`src/shared/dsd_pkg.sv`:
```
package dsd_pkg;
    // channel function code, three octal digits
    localparam int FN_W = 9;
    localparam int W = 16;
    // function groups (upper two octal digits of the code)
    localparam logic [5:0] GRP_REL = 6'h00; // 000 release, 001 rel-opp+select
    localparam logic [5:0] GRP_SEL = 6'h01;
    localparam logic [5:0] GRP_RST = 6'h02; // 020 clear faults, 021 reset
    localparam logic [5:0] GRP_GST = 6'h05;
    localparam logic [5:0] GRP_RCS = 6'h06;
    localparam logic [5:0] GRP_DIAG = 6'h07;
    localparam logic [2:0] GRP_RW = 3'h2;   // 2xx read/write family
    localparam logic [8:0] FN_CLR_FLT = 9'h010;
    localparam logic [8:0] FN_RESET = 9'h011;
    // drive-level function codes that the drive treats as invalid
    localparam logic [3:0] DRV_DATA_FN = 4'h6;
    localparam logic [3:0] DRV_UNUSED_FN = 4'hA;
    // diagnostic select parcel codes
    localparam logic [15:0] DG_BIN_PAR = 16'h0001;
    localparam logic [15:0] DG_STAT_PAR = 16'h0002;
    localparam logic [15:0] DG_WE_FLAW = 16'h0004;
    localparam logic [15:0] DG_WE_SCRATCH = 16'h0008;
    localparam logic [15:0] DG_WP_DATA = 16'h0010;
    localparam logic [15:0] DG_UP_REQ = 16'h0801;
    localparam logic [15:0] DG_UP_CONF = 16'h0402;
    localparam logic [15:0] DG_DN_REQ = 16'h0802;
    localparam logic [15:0] DG_DN_CONF = 16'h0404;
    localparam logic [15:0] DG_SERVO = 16'h0803;
    localparam logic [15:0] DG_EDC_1 = 16'h0804;
    localparam logic [15:0] DG_EDC_N = 16'h0805;
    localparam int DGB_BIN_PAR = 0;     // type-B parcel bit positions
    localparam int DGB_STAT_PAR = 1;
    // type-A general status bit positions
    localparam int GA_MAINT = 15;
    localparam int GA_SEQ = 13;
    localparam int GA_INVALID = 12;
    localparam int GA_LOST = 11;
    // type-B general status bit positions
    localparam int GB_CHAN = 6;
    // controller status bit positions
    localparam int CS_BIN_PAR = 0;
    localparam int CS_STAT_PAR = 1;
    localparam int CS_READY = 2;
    localparam int CS_REJECT = 3;
    localparam int CS_OVERRUN = 4;
    localparam logic [15:0] CS_KEEP = 16'h0007;
    localparam logic [15:0] ZERO16 = 16'h0000;
    // synchronised pin vector: 16 drive flags then single pins
    localparam int SY_DONE = 16;
    localparam int SY_TYPEB = 17;
    localparam int SY_READY = 18;
    localparam int SY_PANEL = 19;
    localparam int SY_W = 20;
    // spindle sequence length, in cycles of sys_clk
    localparam logic [15:0] SEQ_CYCLES = 16'h0400;
    typedef enum logic [2:0] {
        DSD_IDLE = 3'b001,
        DSD_WAIT = 3'b010,
        DSD_RESP = 3'b100
    } dsd_state_t;
endpackage

```
`src/shared/dsd_stat_if.sv`:
```
`timescale 1ns/1ps
interface dsd_stat_if;
    logic        type_b;
    logic        maint;
    logic        seq_busy;
    logic        set_invalid;
    logic        set_lost;
    logic        clr_faults;
    logic [15:0] flags;
    logic [15:0] word;
    modport ctl (output type_b, maint, seq_busy, set_invalid, set_lost,
                 clr_faults, flags, input word);
    modport gen (input type_b, maint, seq_busy, set_invalid, set_lost,
                 clr_faults, flags, output word);
endinterface

```
`src/core/dsd_gsw.sv`:
```
`timescale 1ns/1ps
module dsd_gsw (
    // clock and reset
    input  wire logic sys_clk,
    input  wire logic nrst,
    input  wire logic clk_en,
    // status sources and assembled word
    dsd_stat_if.gen   st
);
    logic invalid;
    logic lost;
    logic [15:0] next_word;

    ////////////////////////////////////////////////////////////////////
    // sticky drive flags; a new event wins over a clear in one cycle
    always_ff @(posedge sys_clk or negedge nrst) begin
        if (!nrst) begin
            invalid <= 1'b0;
            lost <= 1'b0;
        end else if (clk_en) begin
            if (st.set_invalid) begin
                invalid <= 1'b1;
            end else if (st.clr_faults) begin
                invalid <= 1'b0;
            end
            if (st.set_lost) begin
                lost <= 1'b1;
            end else if (st.clr_faults) begin
                lost <= 1'b0;
            end
        end
    end

    ////////////////////////////////////////////////////////////////////
    // word layout depends on which drive type is attached
    always_comb begin
        next_word = st.flags;
        if (st.type_b) begin
            // command errors fold into the bus-out channel error
            next_word[dsd_pkg::GB_CHAN] = st.flags[dsd_pkg::GB_CHAN]
                                        | invalid | lost;
        end else begin
            next_word[dsd_pkg::GA_MAINT] = st.maint;
            next_word[dsd_pkg::GA_SEQ] = st.seq_busy | st.flags[13];
            next_word[dsd_pkg::GA_INVALID] = invalid;
            next_word[dsd_pkg::GA_LOST] = lost;
        end
    end

    // registered so the fetch sees a stable word
    always_ff @(posedge sys_clk or negedge nrst) begin
        if (!nrst) begin
            st.word <= dsd_pkg::ZERO16;
        end else if (clk_en) begin
            st.word <= next_word;
        end
    end
endmodule

```
`src/core/dsd_ctrl.sv`:
```
`timescale 1ns/1ps
// Behaviour
// - general status fetch loads drive status register
// - type-A bits 15..9 drive condition flags
// - type-A bits 8..5 per-channel read errors
// - type-A bits 4..0 option, seek, data, parity
// - maintenance bit set while any write mode
// - during spindle sequence only few functions succeed
// - data code outside read/write, or unused, invalid
// - unexpected function strobe sets function lost
// - type-B bits 15..12 last-error sector status
// - type-B bits 11..8 fault, seek, cylinder, ready
// - type-B bits 7,6 buffer and channel errors
// - type-B drive number and sector of error
// - controller status read answers two parcels immediately
// - status read clears all but three bits
// - diagnostic select leaves parcel three as status
// - diagnostic codes force bus-in or status parity
// - cylinder write-enable/protect codes set maintenance mode
// - spindle up needs request then confirm
// - spindle down needs request then confirm
// - servo calibration and memory error tests start
// - write modes persist until select/release/reset/diag
// - done pulse ends function, captures bus-in
module dsd_ctrl (
    // clock and reset
    input  wire logic        sys_clk,
    input  wire logic        nrst,
    input  wire logic        clk_en,
    // channel function request
    input  wire logic        fn_valid,
    input  wire logic [8:0]  fn_code,
    input  wire logic [15:0] fn_parcel3,
    // channel response
    output logic             resp_valid,
    output logic [15:0]      resp_data,
    output logic             busy,
    // drive pins (asynchronous)
    input  wire logic [15:0] drv_flags,
    input  wire logic        drv_done,
    input  wire logic        drv_type_b,
    input  wire logic        drv_ready,
    input  wire logic        drv_panel_seq,
    // drive commands
    output logic             drv_start,
    output logic [15:0]      drv_bus_out,
    output logic             spindle_up,
    output logic             spindle_down,
    output logic [2:0]       diag_start,
    // cylinder protection state
    output logic             flaw_map_cylinder_we,
    output logic             scratch_diag_cylinder_we,
    output logic             data_cyl_wp,
    // registers
    output logic [15:0]      drive_status,
    output logic [15:0]      ctrl_status
);
    dsd_stat_if st ();
    dsd_pkg::dsd_state_t state;
    logic [dsd_pkg::SY_W-1:0] sync1;
    logic [dsd_pkg::SY_W-1:0] sync2;
    logic [dsd_pkg::SY_W-1:0] pins;
    logic done_d;
    logic done_pulse;
    logic [8:0] cur_fn;
    logic [15:0] cur_p3;
    logic arm_up;
    logic arm_down;
    logic [15:0] seq_cnt;
    logic seq_busy;
    logic accept;
    logic reject;
    logic drive_fn;
    logic cs_clear;
    logic set_bin;
    logic set_stp;

    ////////////////////////////////////////////////////////////////////
    // function decode helpers
    function automatic logic [5:0] grp(input logic [8:0] c);
        grp = c[8:3];
    endfunction

    // functions the drive still honours while spinning up or down
    function automatic logic seq_ok(input logic [8:0] c);
        seq_ok = (grp(c) == dsd_pkg::GRP_REL) || (grp(c) == dsd_pkg::GRP_SEL)
              || (grp(c) == dsd_pkg::GRP_GST) || (grp(c) == dsd_pkg::GRP_RCS);
    endfunction

    // functions that drop write-enable/protect modes
    function automatic logic drops_wmode(input logic [8:0] c);
        drops_wmode = (grp(c) == dsd_pkg::GRP_REL)
                   || (grp(c) == dsd_pkg::GRP_SEL) || (c == dsd_pkg::FN_RESET);
    endfunction

    ////////////////////////////////////////////////////////////////////
    // two-flop synchronisers for every drive pin
    assign pins = {drv_panel_seq, drv_ready, drv_type_b, drv_done, drv_flags};
    genvar g;
    generate
        for (g = 0; g < dsd_pkg::SY_W; g++) begin : g_sync
            always_ff @(posedge sys_clk or negedge nrst) begin
                if (!nrst) begin
                    sync1[g] <= 1'b0;
                    sync2[g] <= 1'b0;
                end else if (clk_en) begin
                    sync1[g] <= pins[g];
                    sync2[g] <= sync1[g];
                end
            end
        end
    endgenerate

    // done edge is taken from the second flop only
    always_ff @(posedge sys_clk or negedge nrst) begin
        if (!nrst) begin
            done_d <= 1'b0;
        end else if (clk_en) begin
            done_d <= sync2[dsd_pkg::SY_DONE];
        end
    end
    assign done_pulse = sync2[dsd_pkg::SY_DONE] && !done_d;

    ////////////////////////////////////////////////////////////////////
    // request classification
    assign accept = fn_valid && state == dsd_pkg::DSD_IDLE;
    assign reject = accept && seq_busy && !seq_ok(fn_code);
    assign drive_fn = accept && !reject && grp(fn_code) != dsd_pkg::GRP_RCS;
    assign cs_clear = state == dsd_pkg::DSD_RESP;
    // parity forcing lands when the diagnostic completes
    assign set_bin = state == dsd_pkg::DSD_WAIT && done_pulse
        && grp(cur_fn) == dsd_pkg::GRP_DIAG
        && (st.type_b ? cur_p3[dsd_pkg::DGB_BIN_PAR]
                      : cur_p3 == dsd_pkg::DG_BIN_PAR);
    assign set_stp = state == dsd_pkg::DSD_WAIT && done_pulse
        && grp(cur_fn) == dsd_pkg::GRP_DIAG
        && (st.type_b ? cur_p3[dsd_pkg::DGB_STAT_PAR]
                      : cur_p3 == dsd_pkg::DG_STAT_PAR);

    // status composer inputs
    assign st.type_b = sync2[dsd_pkg::SY_TYPEB];
    assign st.flags = sync2[15:0];
    assign st.seq_busy = seq_busy;
    assign st.maint = flaw_map_cylinder_we | scratch_diag_cylinder_we
                    | data_cyl_wp;
    // a strobe while a function is outstanding was not expected
    assign st.set_lost = fn_valid && state != dsd_pkg::DSD_IDLE;
    assign st.set_invalid = drive_fn
        && (fn_code[3:0] == dsd_pkg::DRV_UNUSED_FN
            || fn_code[8:6] != dsd_pkg::GRP_RW
               && fn_code[3:0] == dsd_pkg::DRV_DATA_FN);
    assign st.clr_faults = drive_fn && (fn_code == dsd_pkg::FN_CLR_FLT
                                     || fn_code == dsd_pkg::FN_RESET);

    dsd_gsw u_gsw (
        .sys_clk (sys_clk),
        .nrst    (nrst),
        .clk_en  (clk_en),
        .st      (st)
    );

    ////////////////////////////////////////////////////////////////////
    // function sequencer
    always_ff @(posedge sys_clk or negedge nrst) begin
        if (!nrst) begin
            state <= dsd_pkg::DSD_IDLE;
            cur_fn <= 9'h000;
            cur_p3 <= 16'h0000;
        end else if (clk_en) begin
            unique case (state)
                dsd_pkg::DSD_IDLE: begin
                    if (accept && !reject) begin
                        cur_fn <= fn_code;
                        cur_p3 <= fn_parcel3;
                        // status read skips the remaining parcels
                        state <= grp(fn_code) == dsd_pkg::GRP_RCS
                               ? dsd_pkg::DSD_RESP
                               : dsd_pkg::DSD_WAIT;
                    end
                end
                dsd_pkg::DSD_WAIT: begin
                    if (done_pulse) begin
                        state <= dsd_pkg::DSD_IDLE;
                    end
                end
                dsd_pkg::DSD_RESP: begin
                    state <= dsd_pkg::DSD_IDLE;
                end
                default: begin
                    state <= dsd_pkg::DSD_IDLE;
                end
            endcase
        end
    end

    // channel answers and drive start strobe
    always_ff @(posedge sys_clk or negedge nrst) begin
        if (!nrst) begin
            resp_valid <= 1'b0;
            resp_data <= 16'h0000;
            busy <= 1'b0;
            drv_start <= 1'b0;
            drv_bus_out <= 16'h0000;
        end else if (clk_en) begin
            resp_valid <= 1'b0;
            drv_start <= drive_fn;
            if (drive_fn) begin
                drv_bus_out <= fn_parcel3;
            end
            if (accept && !reject && grp(fn_code) == dsd_pkg::GRP_RCS) begin
                resp_valid <= 1'b1;
                resp_data <= drive_status;
            end else if (state == dsd_pkg::DSD_RESP) begin
                resp_valid <= 1'b1;
                resp_data <= ctrl_status;
            end
            busy <= accept && !reject || state == dsd_pkg::DSD_WAIT
                    && !done_pulse;
        end
    end

    ////////////////////////////////////////////////////////////////////
    // drive status register: left alone by the status read
    always_ff @(posedge sys_clk or negedge nrst) begin
        if (!nrst) begin
            drive_status <= 16'h0000;
        end else if (clk_en) begin
            if (state == dsd_pkg::DSD_WAIT && done_pulse) begin
                // diagnostics echo parcel three, others the drive word
                drive_status <= grp(cur_fn) == dsd_pkg::GRP_DIAG
                              ? cur_p3 : st.word;
            end
        end
    end

    // controller status; events win over the read-clear
    always_ff @(posedge sys_clk or negedge nrst) begin
        if (!nrst) begin
            ctrl_status <= 16'h0000;
        end else if (clk_en) begin
            if (cs_clear) begin
                ctrl_status <= ctrl_status & dsd_pkg::CS_KEEP;
            end
            if (drive_fn && fn_code == dsd_pkg::FN_CLR_FLT) begin
                ctrl_status <= 16'h0000;
            end
            ctrl_status[dsd_pkg::CS_READY] <= sync2[dsd_pkg::SY_READY];
            if (set_bin) begin
                ctrl_status[dsd_pkg::CS_BIN_PAR] <= 1'b1;
            end
            if (set_stp) begin
                ctrl_status[dsd_pkg::CS_STAT_PAR] <= 1'b1;
            end
            if (reject) begin
                ctrl_status[dsd_pkg::CS_REJECT] <= 1'b1;
            end
            if (st.set_lost) begin
                ctrl_status[dsd_pkg::CS_OVERRUN] <= 1'b1;
            end
        end
    end

    ////////////////////////////////////////////////////////////////////
    // cylinder protection modes held until a cancelling function
    always_ff @(posedge sys_clk or negedge nrst) begin
        if (!nrst) begin
            flaw_map_cylinder_we <= 1'b0;
            scratch_diag_cylinder_we <= 1'b0;
            data_cyl_wp <= 1'b0;
        end else if (clk_en) begin
            if (drive_fn && grp(fn_code) == dsd_pkg::GRP_DIAG) begin
                flaw_map_cylinder_we <= fn_parcel3 == dsd_pkg::DG_WE_FLAW;
                scratch_diag_cylinder_we
                    <= fn_parcel3 == dsd_pkg::DG_WE_SCRATCH;
                data_cyl_wp <= fn_parcel3 == dsd_pkg::DG_WP_DATA;
            end else if (drive_fn && drops_wmode(fn_code)) begin
                flaw_map_cylinder_we <= 1'b0;
                scratch_diag_cylinder_we <= 1'b0;
                data_cyl_wp <= 1'b0;
            end
        end
    end

    ////////////////////////////////////////////////////////////////////
    // spindle request/confirm pairs; any other diagnostic disarms
    always_ff @(posedge sys_clk or negedge nrst) begin
        if (!nrst) begin
            arm_up <= 1'b0;
            arm_down <= 1'b0;
            spindle_up <= 1'b0;
            spindle_down <= 1'b0;
            diag_start <= 3'h0;
        end else if (clk_en) begin
            spindle_up <= 1'b0;
            spindle_down <= 1'b0;
            diag_start <= 3'h0;
            if (drive_fn && grp(fn_code) == dsd_pkg::GRP_DIAG) begin
                arm_up <= fn_parcel3 == dsd_pkg::DG_UP_REQ;
                arm_down <= fn_parcel3 == dsd_pkg::DG_DN_REQ;
                spindle_up <= arm_up && fn_parcel3 == dsd_pkg::DG_UP_CONF;
                spindle_down <= arm_down
                             && fn_parcel3 == dsd_pkg::DG_DN_CONF;
                diag_start <= {fn_parcel3 == dsd_pkg::DG_EDC_N,
                               fn_parcel3 == dsd_pkg::DG_EDC_1,
                               fn_parcel3 == dsd_pkg::DG_SERVO};
            end
        end
    end

    // sequence-in-progress timer; the panel switch also counts
    always_ff @(posedge sys_clk or negedge nrst) begin
        if (!nrst) begin
            seq_cnt <= 16'h0000;
        end else if (clk_en) begin
            if (spindle_up || spindle_down) begin
                seq_cnt <= dsd_pkg::SEQ_CYCLES;
            end else if (seq_cnt != 16'h0000) begin
                seq_cnt <= seq_cnt - 16'h0001;
            end
        end
    end
    assign seq_busy = seq_cnt != 16'h0000 || sync2[dsd_pkg::SY_PANEL];
endmodule

```
`config.mk`:
```
export PLATFORM = sky130hd
export DESIGN_NAME = dsd_ctrl
export DESIGN_NICKNAME = d
export VERILOG_FILES = /design/src/shared/dsd_pkg.sv /design/src/shared/dsd_stat_if.sv /design/src/core/dsd_gsw.sv /design/src/core/dsd_ctrl.sv
export SDC_FILE = /design/constraint.sdc
export NUM_CORES = 1
export LEC_CHECK = 0
export ABC_AREA = 1
export BUFFER_PORTS_ARGS = -buffer_cell sky130_fd_sc_hd__buf_2
export CORE_MARGIN = 2
export CORE_UTILIZATION = 56
export CTS_CLUSTER_DIAMETER = 80
export DETAILED_ROUTE_END_ITERATION = 8
export PLACE_DENSITY = 0.79
export SYNTH_ARGS = -nofsm -noshare
export SYNTH_HDL_FRONTEND = slang
export SYNTH_SLANG_ARGS = --single-unit
```
`constraint.sdc`:
```
create_clock -name sys_clk -period 1.83 [get_ports sys_clk]
set_input_delay 0.366 -clock sys_clk [delete_from_list [all_inputs] [get_ports sys_clk]]
set_output_delay 0.366 -clock sys_clk [all_outputs]
set_load 0.05 [all_outputs]
```
==> flow_summary.ini, run 1 <==
[run_status]
status = finished clean

[timing]
skew_ns = 0.00481
min_period_over_period = 0.940
setup_violations = 0
min_period_ns = 1.72
hold_viol = 0
drv_slew = 0
max_freq_ghz = 0.581

[drt]
num_vias = 6479
drc = 0
totalWireLength_um = 18100
wire_per_inst_um = 14.5
via_per_inst = 5.18
drt-initial-drc-count = 578
final_antenna_net_count = 0
first_pass_iters = 5

[clock_tree]
path_clk_slew_ns = 0.06
cts_num_sinks = 166
clock_tree.root_cell = clkbuf_16
clk_latency_ns = 0.43
h-tree-depth = 4
cts_tree = done
clock_path_buffers = 2
numCtsBuffers = 17

[logic_synthesis]
synth_area_leader_cell = dfrtp_1
synth_edf_count = 0
syn_inst = 911
synthArstFlopShare = 1.00
ys_ff_latch = 166
syn_area_per_cell_um2 = 8.30
synth_cell_types = 36
syn-cell-area_um2 = 7560
ys_warn_count = 0
seq_area_frac_synth = 0.550
synth_ff_type = dfrtp_1
yosysTopAreaCellShare = 0.546
synth.area.top_cells = dfrtp_1, nand2_1, o21ai_0, inv_1, nor2_1

[floorplanning]
core_um2 = 13200
die_area_um2 = 14400
start_util = 0.573
die_w_um = 120
die_y_um = 120
rows = 42
ios = 124

[run]
cap_violations = 0

[global_route]
grt_max_degree = 58
first_global_vias = 6083
grt_usage = 0.262
antenna_found_initial = 0
grt_pass1_wl_um = 29800
grt_remaining_overflow = 0

[cells_and_area]
stdcell_count = 1250
final_util = 0.698
syn2layout_area_growth_pct = 21.8
layout.nets = 1112
final_cell_mix = nand2_1, dfrtp_1, o21ai_0
antenna_cells = 0
final_common_cell = nand2_1
drive_gt1_frac = 0.214
fill_cells = 1059

[worst_setup_path]
reg2reg_setup_slack_ns = 0.11
startpoint_type = flip-flop
crit_required_ns = 2.15
crit_arrival_ns = 2.04
endpoint_kind = flip-flop
crit_type = flip-flop to flip-flop
crit_path_max_fanout = 6

[power_and_ir_drop]
leakage_nw = 4.83
p_per_area_nw_per_um2 = 1490
vdd_drop_max_mv = 0.732

[worst_hold_path]
worstHoldPathType = primary input to flip-flop

[placed_design]
numPortBuffers = 112
gp_congestion = 0.927
dp_cells = 1201
dp_hpwl_um = 12700
==> registers in the layout, summed over array words and instances, names as in the netlist, 3 cells and up <==
name	cells
seq_cnt	16
sync1	20
sync2	3
resp_data	16
cur_fn	6
diag_start	3
state	3
st.flags	16
cur_p3	16
ctrl_status	5
drv_bus_out	16
u_gsw.st.word	16
drive_status	16
==> path summary, 6_finish.rpt <==
path / to / startpoint / depth (start not counted)
max: state[1] / state[0] / 10
min: sync1[11] / drv_flags[11] / 3
max reg2reg: state[1] / state[0] / 10
min reg2reg: sync1[2] / sync1[2] / 2
max in group asynchronous: resp_data[4] / nrst / 3
min in group asynchronous: seq_cnt[3] / nrst / 2
==> final cells by class <==
class                      instances  area [µm²]  area share
timing repair buffer             167        1040       0.113
multi-input combinational        600        2790       0.304
clock buffer                      19         443      0.0481
clock inverter                    13         129      0.0140
tap                              176         220      0.0239
sequential                       166        4160       0.452
inverter                         109         419      0.0455
==> synthesized netlist by cell type (2+ instances only) <==
cell type and n:
nor2_2 6, nand3b_1 5, nand2_4 3, ha_1 2
dfrtp_1 165, o21ai_1 9, nor3b_1 2, inv_1 105
a21oi_1 7, buf_1 3, o21ai_0 115, nor3_1 12
inv_2 3, or2_2 3, a31oi_1 7, nand3_1 41
nand4_1 19, buf_2 9, buf_4 13, nand2_1 261
clkbuf_1 18, nor2_1 67, nand3_2 4, nor4_1 3
nor2_4 4, o22ai_1 10, xor2_1 4, buf_6 3
==> critical path: stages (launching register included) <==
cell	delay, ns
dfstp_2	0.56
nand3_2	0.11
nor2_4	0.19
buf_4	0.14
buf_4	0.11
nand3_4	0.12
buf_4	0.17
nand2_2	0.05
nand2_1	0.06
nand2_1	0.05
nand2_1	0.04
==> where the power goes <==
part | internal, mW | switching [mW] | total, mW
registers | 4.65 | 0.690 | 5.34
logic | 1.47 | 3.40 | 4.87
clock network | 2.04 | 1.44 | 3.47
total | 8.16 | 5.52 | 13.7
==> layer usage <==
| metal | global-route usage | part of all wire | vias up |
|---|---|---|---|
| met5 | 0 | 0 | - |
| met1 | 0.363 | 0.44 | 3027 |
| li1 | - | - | 3189 |
| met3 | 0.0552 | 0.057 | 36 |
| met2 | 0.412 | 0.48 | 227 |
| met4 | 0.0978 | 0.024 | 0 |
==> kinds of logic (layout without fill, tap and decap cells) <==
group | count (synthesis) | count (layout) | share of synthesized area
AO/OA/AOI/OAI | 150 | 150 | 0.103
XOR/XNOR | 4 | 4 | 0.00464
adder cells (fa/ha/maj) | 2 | 2 | 0.00331
buffers and inverters | 155 | 308 | 0.0879
flip-flops | 166 | 166 | 0.550
other | 1 | 11 | 0.000496
AND/OR/NAND/NOR | 433 | 433 | 0.250
==> per-stage QoR <==
stage	total power, mW	hold slack [ns]	instance area [µm²]	setup TNS (ns)	setup slack [ns]
4_1_cts	13.6	0.127	9060	0	0.0785
5_1_grt	14.5	0.130	9200	-0.0199	-0.0138
3_3_place_gp	10.0	0.250	8480	0	0.0131
6_report	13.7	0.134	9200	0	0.109
2_1_floorplan	8.71	0.0704	7590	0	0.148
3_5_place_dp	10.1	0.248	8480	-0.0603	-0.0227
==> repair_timing <==
item                                    CTS  global route
endpoints found under the hold margin    24             0
hold buffers                              1             0
endpoints found under the setup margin    0            30
gates resized for setup                   0             9
buffers inserted                          0            16
(Power assumes the default switching activity.)
==> run 2, diff against run 1 <==
--- a/config.mk
+++ b/config.mk
@@ -12,6 +12,7 @@
 export CTS_CLUSTER_DIAMETER = 80
 export DETAILED_ROUTE_END_ITERATION = 8
 export PLACE_DENSITY = 0.79
+export SETUP_SLACK_MARGIN = 0.4
 export SYNTH_ARGS = -nofsm -noshare
 export SYNTH_HDL_FRONTEND = slang
 export SYNTH_SLANG_ARGS = --single-unit
==> flow_summary.ini, run 2 (synthesis results as in run 1) <==
[cells_and_area]
final_common_cell = nand2_1
regMostFlops = sync1
largest_register_ff_count = 20
fin_area_um2 = 10900
layout.nets = 1152
fill_cells = 670
stdcell_count = 1291
syn2layout_area_growth_pct = 44.3
regArea_um2 = 4160
multiInputGateArea_um2 = 3580
final_cell_mix = nand2_1, dfrtp_1, inv_1
drive_gt1_frac = 0.374

[clock_tree]
cts_tree = done
h-tree-depth = 4
clk_latency_ns = 0.44
path_clk_slew_ns = 0.07
clock_path_buffers = 2
clock_tree.root_cell = clkbuf_16
cts_num_sinks = 166
numCtsBuffers = 17

[timing]
min_period_ns = 2.03
skew_ns = 0.0125
hold_viol = 0
rsz0062_at_grt = true
fin_ws_ns = -0.204
setup_violations = 68
max_freq_ghz = 0.492
tightest_slew_ns = 0.688
maxSlewHeadroom = 0.540
drv_slew = 0
min_period_over_period = 1.11

[floorplanning]
die_w_um = 120
core_um2 = 13200
die_area_um2 = 14400
start_util = 0.573
rows = 42
die_y_um = 120
ios = 124

[power_and_ir_drop]
leakage_nw = 5.36
p_per_area_nw_per_um2 = 1490
vdd_drop_max_mv = 0.949

[drt]
drt-initial-drc-count = 1003
wire_per_inst_um = 21.6
final_antenna_net_count = 0
via_per_inst = 6.17
first_pass_iters = 5
totalWireLength_um = 27900
num_vias = 7969
drc = 0

[run_status]
status = finished with violations
violations = setup timing

[worst_setup_path]
crit_required_ns = 2.14
crit_arrival_ns = 2.35
endpoint_kind = flip-flop
crit_type = flip-flop to flip-flop
crit_path_max_fanout = 5
reg2reg_setup_slack_ns = -0.20
startpoint_type = flip-flop

[placed_design]
gp_congestion = 0.877
dp_cells = 1203
post_dp_cell_area_um2 = 8580
dp_hpwl_um = 13200
numPortBuffers = 112
dp_slack_ns = 0.0327

[global_route]
antenna_found_initial = 1
grt_usage = 0.316
first_global_vias = 7125
grt_pass1_wl_um = 35400
grt_remaining_overflow = 0
grt_max_degree = 75

[run]
cap_violations = 0

[worst_hold_path]
worstHoldPathType = primary input to flip-flop
-- run 2: layer usage --
metal  share of wire  GRT usage
met5               0          0
met4           0.076      0.149
met3           0.099     0.0642
met2            0.48      0.522
met1            0.35      0.401
-- run 2: what timing repair did --
item	in CTS	in global routing
pin swaps	26	49
gates cloned	14	3
hold buffers	1	0
resized for setup	127	246
setup buffers	25	12
endpoints found under the setup margin	124	157
hold endpoints to repair	35	0
-- run 2: area by class of cell --
type                    count  area share
clock inverters             8     0.00677
flip-flops and latches    166       0.381
inverters                 109      0.0426
repair buffers            202       0.172
repair inverters            4     0.00459
well taps                 176      0.0202
multi-input cells         601       0.328
diodes                      1    0.000229
clock buffers              24      0.0442
-- run 2: path summary, 6_finish.rpt --
kind,endpoint,cells past startpoint,start
min in group asynchronous,sync1[5],2,nrst
hold / removal,sync1[11],3,drv_flags[11]
setup reg to reg,ctrl_status[3],10,seq_cnt[13]
setup / recovery,ctrl_status[3],10,seq_cnt[13]
hold reg to reg,sync1[18],2,sync1[18]
max in group asynchronous,spindle_down,3,nrst
-- run 2: metrics by stage --
step | hold slack, ns | util | setup TNS, ns | power [mW]
floorplan | 0.0704 | - | 0 | 8.77
global placement | 0.309 | 0.651 | 0 | 10.1
detailed placement | 0.306 | 0.651 | 0 | 10.3
CTS | 0.134 | 0.753 | 0 | 14.4
global route | 0.138 | 0.827 | -10.49 | 16.8
finish | 0.135 | 0.827 | -7.47 | 16.3
-- run 2: worst max-delay path: stages (launching register included) --
cell	delay (ns)
dfrtp_1	0.43
nor2_2	0.26
nand3_4	0.14
nor2_4	0.17
nand3_4	0.11
nand2_4	0.13
buf_6	0.14
buf_4	0.13
nand3_4	0.13
nand3_2	0.16
o21ai_1	0.09
-- run 2: where the power goes --
part / internal [mW] / switching [mW]
clock network: 1.97 / 1.49
registers: 4.65 / 0.925
logic: 2.56 / 4.68
